## config.mk

```make
export PLATFORM = sky130hd
export DESIGN_NAME = bbcd_core
export DESIGN_NICKNAME = d
export VERILOG_FILES = /design/src/hdl/bbcd_pkg.sv /design/src/hdl/bbcd_core.sv
export SDC_FILE = /design/constraint.sdc
export NUM_CORES = 1
export LEC_CHECK = 0
export BUFFER_PORTS_ARGS = -buffer_cell sky130_fd_sc_hd__buf_4
export CORE_MARGIN = 5
export CORE_UTILIZATION = 28
export DETAILED_ROUTE_END_ITERATION = 7
export MAX_ROUTING_LAYER = met4
export PLACE_DENSITY = 0.56
export SYNTH_ARGS = -nofsm -noshare
export SYNTH_HDL_FRONTEND = slang
export SYNTH_SLANG_ARGS = --single-unit
```

## constraint.sdc

```tcl
create_clock -name clk_i -period 6.92 [get_ports clk_i]
set_input_delay 0.692 -clock clk_i [delete_from_list [all_inputs] [get_ports clk_i]]
set_output_delay 0.692 -clock clk_i [all_outputs]
set_load 0.02 [all_outputs]
```

## src/hdl/bbcd_pkg.sv

```systemverilog
// package: constants, opcode classes and state record of the control-flow decoder
package bbcd_pkg;

   // ------------------------------------------------------------------
   // instruction lengths in cycles (last exec count = cycles - 1)
   // ------------------------------------------------------------------
   localparam logic [2:0]  BBCD_CYC_BR     = 3'h2;
   localparam logic [2:0]  BBCD_CYC_BT     = 3'h5;
   localparam logic [2:0]  BBCD_CYC_BSC    = 3'h4;
   localparam logic [2:0]  BBCD_CYC_JP     = 3'h4;
   localparam logic [2:0]  BBCD_CYC_CTL    = 3'h2;

   // ------------------------------------------------------------------
   // addresses, byte lengths and control opcodes
   // ------------------------------------------------------------------
   localparam logic [11:0] BBCD_RESET_PC   = 12'h000;
   localparam logic [11:0] BBCD_LEN1       = 12'h001;
   localparam logic [11:0] BBCD_LEN2       = 12'h002;
   localparam logic [11:0] BBCD_LEN3       = 12'h003;
   localparam logic [7:0]  BBCD_OP_INTERRUPT_EXIT    = 8'h4d;
   localparam logic [7:0]  BBCD_OP_RET     = 8'hcd;
   localparam logic [7:0]  BBCD_OP_WAIT    = 8'hed;
   localparam logic [7:0]  BBCD_OP_STOP    = 8'h6d;
   localparam logic [7:0]  BBCD_OP_IDLE    = 8'h2d;

   typedef enum logic [2:0] {
      BBCD_S_FETCH,
      BBCD_S_EXEC,
      BBCD_S_EXTW,
      BBCD_S_HALT
   } bbcd_state_t;

   typedef enum logic [3:0] {
      BBCD_C_BR,
      BBCD_C_BT,
      BBCD_C_BSC,
      BBCD_C_JP,
      BBCD_C_CALL,
      BBCD_C_CTL,
      BBCD_C_ILL,
      BBCD_C_EXT
   } bbcd_class_t;

   // data-space side outputs travel together
   typedef struct packed {
      logic [7:0] addr;
      logic [7:0] wdata;
      logic       we;
   } bbcd_ds_t;

   typedef struct packed {
      bbcd_state_t state;
      logic [2:0]  cnt;
      logic [7:0]  op;
      logic [11:0] opaddr;
      logic [11:0] fa;
      logic [7:0]  b1;
      logic        tbit;
      bbcd_ds_t    ds;
      logic        cwe;
      logic        cval;
      logic        push;
      logic [11:0] pushaddr;
      logic        ret;
      logic        interrupt_exit;
      logic        stop;
      logic        wait_p;
      logic        ill;
      logic        ext_go;
      logic        ptr_y;
   } bbcd_regs_t;

endpackage : bbcd_pkg

```

## src/hdl/bbcd_core.sv

```systemverilog
// control-flow decoder and sequencer: branches, bit ops, control, jump/call
//
// Overview of operation
// [RL1] short branch: 1 byte, 2 cycles, flags kept
// [RL2] 5-bit signed displacement, reach -15 to +16
// [RL3] bit test-branch: 3 bytes, 5 cycles, updates carry
// [RL4] 8-bit signed displacement, reach -126 to +129
// [RL5] bit set/clear: 2 bytes, 4 cycles
// [RL6] control ops: 1 byte, 2 cycles
// [RL7] hardware watchdog turns stop into wait
// [RL8] jump/call: 12-bit target, 2 bytes, 4 cycles
// [RL9] even low nibbles decode as four branch kinds
// [RL10] low nibbles 1,9,3,b: call, jump, bit ops
// [RL11] illegal opcodes flagged, never executed
// [RL12] opcode bit 4 picks the indirect pointer
// [RL13] untaken branch falls through, same cycle count
`timescale 1ns/1ps

module bbcd_core (
   input  wire logic        clk_i,
   input  wire logic        rst_i,
   input  wire logic [7:0]  pm_data_i,
   output logic      [11:0] pm_addr_o,
   input  wire logic [7:0]  ds_rdata_i,
   output bbcd_pkg::bbcd_ds_t ds_o,
   input  wire logic        flag_z_i,
   input  wire logic        flag_c_i,
   output logic             flag_c_we_o,
   output logic             flag_c_o,
   input  wire logic [11:0] ret_addr_i,
   output logic             push_o,
   output logic      [11:0] push_addr_o,
   output logic             ret_o,
   output logic             interrupt_exit_o,
   input  wire logic        wdog_hw_i,
   output logic             stop_o,
   output logic             wait_o,
   input  wire logic        wake_i,
   output logic             illegal_o,
   output logic             ext_go_o,
   output logic      [7:0]  ext_op_o,
   output logic             ind_ptr_y_o,
   input  wire logic        ext_done_i,
   input  wire logic [1:0]  ext_len_i
);
   import bbcd_pkg::*;

   // ---------------------------------------------------------------
   // opcode classification
   // ---------------------------------------------------------------
   function automatic bbcd_class_t classify(input logic [7:0] op);
      bbcd_class_t c;
      c = BBCD_C_EXT;
      if (op[0] == 1'b0) begin
         c = BBCD_C_BR;                                    // [RL9]
      end else begin
         case (op[3:0])
            4'h1:    c = BBCD_C_CALL;                      // [RL10]
            4'h9:    c = BBCD_C_JP;                        // [RL10]
            4'h3:    c = BBCD_C_BT;                        // [RL10]
            4'hb:    c = BBCD_C_BSC;                       // [RL10]
            4'h5:    c = op[4] ? BBCD_C_EXT : BBCD_C_ILL;  // [RL11]
            4'h7: begin
               if (op[7:4] == 4'h7 || op[7:4] == 4'h9 || op[7:4] == 4'hf) begin
                  c = BBCD_C_ILL;                          // [RL11]
               end
            end
            4'hd: begin
               if (op == BBCD_OP_RET || op == BBCD_OP_INTERRUPT_EXIT || op == BBCD_OP_WAIT ||
                   op == BBCD_OP_STOP || op == BBCD_OP_IDLE) begin
                  c = BBCD_C_CTL;
               end else if (op[7:4] == 4'h8) begin
                  c = BBCD_C_ILL;                          // [RL11]
               end
            end
            default: c = BBCD_C_EXT;
         endcase
      end
      return c;
   endfunction : classify

   // bit number sits bit-reversed in opcode bits 7..5
   function automatic logic [2:0] bit_num(input logic [7:0] op);
      return {op[5], op[6], op[7]};
   endfunction : bit_num

   bbcd_regs_t  st_q;
   bbcd_regs_t  st_d;
   bbcd_class_t cls;
   logic        br_taken;
   logic        bt_taken;
   logic [11:0] sext5;
   logic [11:0] sext8;
   logic [7:0]  bmask;

   // ---------------------------------------------------------------
   // next-state logic
   // ---------------------------------------------------------------
   always_comb begin
      st_d        = st_q;
      st_d.cwe    = 1'b0;
      st_d.push   = 1'b0;
      st_d.ret    = 1'b0;
      st_d.interrupt_exit   = 1'b0;
      st_d.stop   = 1'b0;
      st_d.wait_p = 1'b0;
      st_d.ill    = 1'b0;
      st_d.ext_go = 1'b0;
      st_d.ds.we  = 1'b0;
      cls         = classify(st_q.op);
      sext5       = {{7{st_q.op[7]}}, st_q.op[7:3]};       // [RL2]
      sext8       = {{4{st_q.b1[7]}}, st_q.b1};            // [RL4]
      bmask       = 8'h01 << bit_num(st_q.op);
      // condition select by opcode bits 2..1
      case (st_q.op[2:1])
         2'h0:    br_taken = !flag_z_i;                    // [RL9]
         2'h1:    br_taken = !flag_c_i;                    // [RL9]
         2'h2:    br_taken = flag_z_i;                     // [RL9]
         default: br_taken = flag_c_i;                     // [RL9]
      endcase
      bt_taken = (st_q.tbit == st_q.op[4]);                // [RL3]
      case (st_q.state)
         BBCD_S_FETCH: begin
            st_d.op     = pm_data_i;
            st_d.opaddr = st_q.fa;
            st_d.fa     = st_q.fa + BBCD_LEN1;
            st_d.cnt    = 3'h1;
            st_d.state  = BBCD_S_EXEC;
         end
         BBCD_S_EXEC: begin
            st_d.cnt = st_q.cnt + 3'h1;
            case (cls)
               BBCD_C_BR: begin
                  // same length taken or not; flags untouched
                  st_d.fa    = br_taken ? st_q.opaddr + BBCD_LEN1 + sext5
                                        : st_q.opaddr + BBCD_LEN1;  // [RL1] [RL13]
                  st_d.state = BBCD_S_FETCH;
               end
               BBCD_C_BT: begin
                  if (st_q.cnt == 3'h1) begin
                     st_d.ds.addr = pm_data_i;
                     st_d.fa      = st_q.fa + BBCD_LEN1;
                  end else if (st_q.cnt == 3'h2) begin
                     st_d.b1   = pm_data_i;
                     st_d.tbit = ds_rdata_i[bit_num(st_q.op)];
                  end else if (st_q.cnt == BBCD_CYC_BT - 3'h1) begin
                     // taken target counts from two bytes in, so reach is -126..+129
                     st_d.fa    = bt_taken ? st_q.opaddr + BBCD_LEN2 + sext8
                                           : st_q.opaddr + BBCD_LEN3;  // [RL4] [RL13]
                     st_d.cwe   = 1'b1;                    // [RL3]
                     st_d.cval  = st_q.tbit;
                     st_d.state = BBCD_S_FETCH;
                  end
               end
               BBCD_C_BSC: begin
                  if (st_q.cnt == 3'h1) begin
                     st_d.ds.addr = pm_data_i;
                     st_d.fa      = st_q.fa + BBCD_LEN1;
                  end else if (st_q.cnt == 3'h2) begin
                     // read-modify-write of one bit, others preserved
                     st_d.ds.wdata = st_q.op[4] ? (ds_rdata_i | bmask)
                                                : (ds_rdata_i & ~bmask);  // [RL5]
                     st_d.ds.we    = 1'b1;
                  end else if (st_q.cnt == BBCD_CYC_BSC - 3'h1) begin
                     st_d.state = BBCD_S_FETCH;            // [RL5]
                  end
               end
               BBCD_C_JP, BBCD_C_CALL: begin
                  if (st_q.cnt == 3'h1) begin
                     st_d.b1 = pm_data_i;
                     st_d.fa = st_q.fa + BBCD_LEN1;
                  end else if (st_q.cnt == BBCD_CYC_JP - 3'h1) begin
                     st_d.fa       = {st_q.op[7:4], st_q.b1};  // [RL8]
                     st_d.push     = (cls == BBCD_C_CALL);
                     st_d.pushaddr = st_q.opaddr + BBCD_LEN2;
                     st_d.state    = BBCD_S_FETCH;
                  end
               end
               BBCD_C_CTL: begin
                  st_d.state = BBCD_S_FETCH;               // [RL6]
                  if (st_q.op == BBCD_OP_RET) begin
                     st_d.ret = 1'b1;
                     st_d.fa  = ret_addr_i;
                  end else if (st_q.op == BBCD_OP_INTERRUPT_EXIT) begin
                     st_d.interrupt_exit = 1'b1;                     // [RL6]
                     st_d.fa   = ret_addr_i;
                  end else if (st_q.op == BBCD_OP_STOP) begin
                     // watchdog cannot be frozen, so no real stop then
                     st_d.stop   = !wdog_hw_i;             // [RL7]
                     st_d.wait_p = wdog_hw_i;              // [RL7]
                     st_d.state  = BBCD_S_HALT;
                  end else if (st_q.op == BBCD_OP_WAIT) begin
                     st_d.wait_p = 1'b1;
                     st_d.state  = BBCD_S_HALT;
                  end
               end
               BBCD_C_ILL: begin
                  st_d.ill   = 1'b1;                       // [RL11]
                  st_d.state = BBCD_S_FETCH;
               end
               default: begin
                  // hand load/arith ops to the datapath
                  st_d.ext_go = 1'b1;
                  st_d.ptr_y  = st_q.op[4];                // [RL12]
                  st_d.state  = BBCD_S_EXTW;
               end
            endcase
         end
         BBCD_S_EXTW: begin
            if (ext_done_i) begin
               st_d.fa    = st_q.opaddr + {10'h000, ext_len_i};
               st_d.state = BBCD_S_FETCH;
            end
         end
         BBCD_S_HALT: begin
            if (wake_i) begin
               st_d.state = BBCD_S_FETCH;
            end
         end
         default: st_d.state = BBCD_S_FETCH;
      endcase
   end

   // ---------------------------------------------------------------
   // state register
   // ---------------------------------------------------------------
   always_ff @(posedge clk_i) begin
      if (rst_i) begin
         st_q       <= '0;
         st_q.state <= BBCD_S_FETCH;
         st_q.fa    <= BBCD_RESET_PC;
      end else begin
         st_q <= st_d;
      end
   end

   // outputs straight from the state record
   assign pm_addr_o   = st_q.fa;
   assign ds_o        = st_q.ds;
   assign flag_c_we_o = st_q.cwe;
   assign flag_c_o    = st_q.cval;
   assign push_o      = st_q.push;
   assign push_addr_o = st_q.pushaddr;
   assign ret_o       = st_q.ret;
   assign interrupt_exit_o      = st_q.interrupt_exit;
   assign stop_o      = st_q.stop;
   assign wait_o      = st_q.wait_p;
   assign illegal_o   = st_q.ill;
   assign ext_go_o    = st_q.ext_go;
   assign ext_op_o    = st_q.op;
   assign ind_ptr_y_o = st_q.ptr_y;

   // ---------------------------------------------------------------
   // checks
   // ---------------------------------------------------------------
   logic        fetch_h;
   bbcd_class_t fcls_h;
   logic [11:0] br_tgt_h;
   logic [3:0]  op_hi_h;
   logic [11:0] ee_sx_h;
   assign fetch_h  = (st_q.state == BBCD_S_FETCH);
   assign ee_sx_h  = {{4{pm_data_i[7]}}, pm_data_i};
   assign fcls_h   = classify(pm_data_i);
   assign br_tgt_h = pm_addr_o + BBCD_LEN1 + {{7{pm_data_i[7]}}, pm_data_i[7:3]};
   assign op_hi_h  = pm_data_i[7:4];
endmodule : bbcd_core

```

==> metrics.txt <==
status=finished, final reports clean; Initial Util=28.3%; setup slack after layout=roughly 2.9 ns; register area=about 0.0017 mm²; FF+latch count, synth=between 80 and 90; post-synthesis simple-gate area fraction=22.4%; fraction of layout cells with a size suffix above 1=14.2%; WP data arrival=4.34 ns; cell taking the most area after synthesis=dfxtp_1; worst-path cell chain=ha_1, nand2_1, xnor2_1, ha_1, o21ai_0, a21oi_1, o311ai_0, a21boi_0, o2111ai_1, a31oi_1, or4_1, a21oi_1; Clock Latency Late Sink=0.35 ns; Routed WL=24000 µm; worst-case clock buffer depth=2; first-pass GRT wire length=between 30000 and 40000 µm; vias in the first global route=~6300; GR Overflow Total=0; PortBufs=95; Ant. Diodes=0; drt first pass iters=5; top_reg_cell synth=dfxtp_1; die width=approximately 170 µm; multiplexer area fraction after synthesis=7.83%; YS warnings=0; final hold vios=0; hold_sp=sext8[0]; Total Power=1.55 mW; crit path buf inv count=0; worst r2r src=st_q[62]; fin nets=between 1000 and 1500; Critical Path Start Type=register; placed insts=1243; clk sinks=85; Site Rows=a little under 60; DR vias/cell=approximately 5.3; Max Clk Rate=0.247 GHz; Critical-path top delay cell=dfxtp_1; post-cts repair resize count=0; Layout area overhead=11.7%; minimum clock period=4.06 ns; worst setup path class=register to register; Post-Synth Adder-Cell Area=approximately 7.5%; number of synthesized flops with an enable pin=0; Cell variety after synth=66; HP Class=register to register; CP Max Fanout=16; worst slew pin tran=between 1 and 1.5 ns; core area=about 0.025 mm²; largest net degree at the start of global routing=42; TritonCTS clock tree=yes; Worst Skew=0.00752 ns; GPL Wtd Cong=0.955; fin. max-slew vios=0; Req. time, crit path=7.21 ns; syn avg cell area=7.65 µm²; post-CTS setup repair buffer count=0; pwr dens=196 mW/mm²; cell count after synthesis=between 900 and 1000; Layout Cells excl Fill=1259; setup_tns=0 ns; Synth Area in Compound Gates=18.9%; Max rail drop VDD=0.000114 V; Area contributors post-synth=dfxtp_1 (24%), mux2i_1 (7.2%), ha_1 (6.7%), nor2_1 (5.9%), xnor2_1 (5.6%); placed instance area=roughly 0.0076 mm²; CP peak stage delay=about 0.7 ns; # setup viols final=0; FILL cells=2762; DIE AREA=0.0286 mm²; initial antenna violation count=0; Static Leak=3.10 nW; max_slew headroom=29.3%; max-cap violations=0; crit-path leading delay family=compound AO/OA/AOI/OAI gates; total number of vias=6687; tightest hold margin=about 0.49 ns; ys async rst share=0%; synthesized cell area=0.00710 mm²; Yosys top cell area share=24.0%; design area=0.00793 mm²; area of the multi-input gates=0.00463 mm²; post-DP HPWL=18200 µm; Mapped Nets=roughly 1000; crit path from=st_q[62]; clk root buf=clkbuf_16; Post-DRT Antenna Nets=0; H-tree depth=3; pre-CTS setup slack=2.99 ns; WL/cell=19.1 µm; fraction of synthesized cell area in xor and xnor cells=8.51%; hold buffers post-CTS=0; RSZ-0062 raised after global routing=false; Core Util, Final=between 30% and 40%; Inserted Clock Buffers=9; CTS clk-pin slew, worst paths=0.07 ns; largest family of logic cells by synthesized area=simple AND/OR/NAND/NOR gates; period utilization=58.6%; Worst Setup End Kind=register; register area share after synthesis=between 20% and 30%; Global Route Usage Sum=16.7%; chip height=169 µm; post-route DRC violation count=0; Ports=96; Iter 0 DRT Violations=750
[logic make-up (layout without fill, tap and decap cells)]
family | count (synthesis) | after routing
compound gates | 198 | 198
xor+xnor | 69 | 69
fa+ha+maj | 41 | 41
buf+inv | 149 | 150
flops | 85 | 85
mux | 53 | 53
simple gates | 333 | 333
[routing by layer]
| metal | global-route usage, % | routed length [µm] | part of all wire [%] |
|---|---|---|---|
| met1 | 23.1 | 11300 | 47 |
| met2 | 25.8 | 11000 | 46 |
| met3 | 2.45 | 1260 | 5.2 |
| met5 | - | 0 | 0 |
| met4 | 4.52 | 478 | 2.0 |
[where the power goes]
part | total, mW | switching (mW) | leakage (nW) | internal [mW]
sequential | 0.593 | 0.0787 | 0.690 | 0.514
clock | 0.482 | 0.229 | 0.142 | 0.253
combinational | 0.476 | 0.287 | 2.27 | 0.189
[worst paths after layout]
check	endpoint	slack (ns)	cells after the start
max	pm_addr_o[8]	2.86	12
min	sext8[0]	0.49	2
max reg2reg	pm_addr_o[8]	2.86	12
min reg2reg	sext8[0]	0.49	2
[area by class of cell]
type / count / share of cell area (%)
Multi-Input combinational cell: 694 / 58.4
Sequential cell: 85 / 21.5
Timing Repair Buffer: 104 / 9.85
Tap cell: 330 / 5.21
Clock buffer: 9 / 2.84
Inverter: 30 / 1.42
Clock inverter: 7 / 0.805
[synthesized netlist by cell type, drive strengths merged (4+ instances only)]
| cell | instances |
|---|---|
| a211oi | 29 |
| a21o | 6 |
| a21oi | 58 |
| a31oi | 7 |
| and3 | 7 |
| and4 | 6 |
| buf | 65 |
| clkbuf | 54 |
| dfxtp | 85 |
| ha | 38 |
| inv | 30 |
| mux2i | 51 |
| nand2 | 81 |
| nand2b | 10 |
| nand3 | 34 |
| nand3b | 5 |
| nand4 | 12 |
| nor2 | 112 |
| nor2b | 11 |
| nor3 | 24 |
| nor4 | 5 |
| o2111ai | 9 |
| o211ai | 8 |
| o21ai | 30 |
| o221ai | 6 |
| o31a | 5 |
| o31ai | 5 |
| or2 | 4 |
| or3 | 7 |
| xnor2 | 45 |
| xor2 | 24 |
[worst min-delay path: cells and delay by family, from the launching register on]
family | cells | cell delay, ns
AO/OA/AOI/OAI | 1 | 0.05
flip-flops | 1 | 0.33
AND/OR/NAND/NOR | 1 | 0.06
[registers in the layout (all words and copies together) (netlist names), 8 cells and up]
name and count:
ext_op_o 8, ds_o 17, push_addr_o 12, sext8 8
pm_addr_o 12, st_q 18
[cells in the final DEF (no fill, tap or decap), types with 24 or more instances in the layout]
| master | count |
|---|---|
| a21oi_1 | 58 |
| dfxtp_1 | 85 |
| inv_1 | 30 |
| xnor2_1 | 45 |
| buf_4 | 104 |
| o21ai_0 | 29 |
| nand2_1 | 81 |
| xor2_1 | 24 |
| mux2i_1 | 51 |
| ha_1 | 37 |
| nor3_1 | 24 |
| nand3_1 | 34 |
| a211oi_1 | 28 |
| nor2_1 | 112 |
No activity file was read; power rests on OpenSTA's default activity.
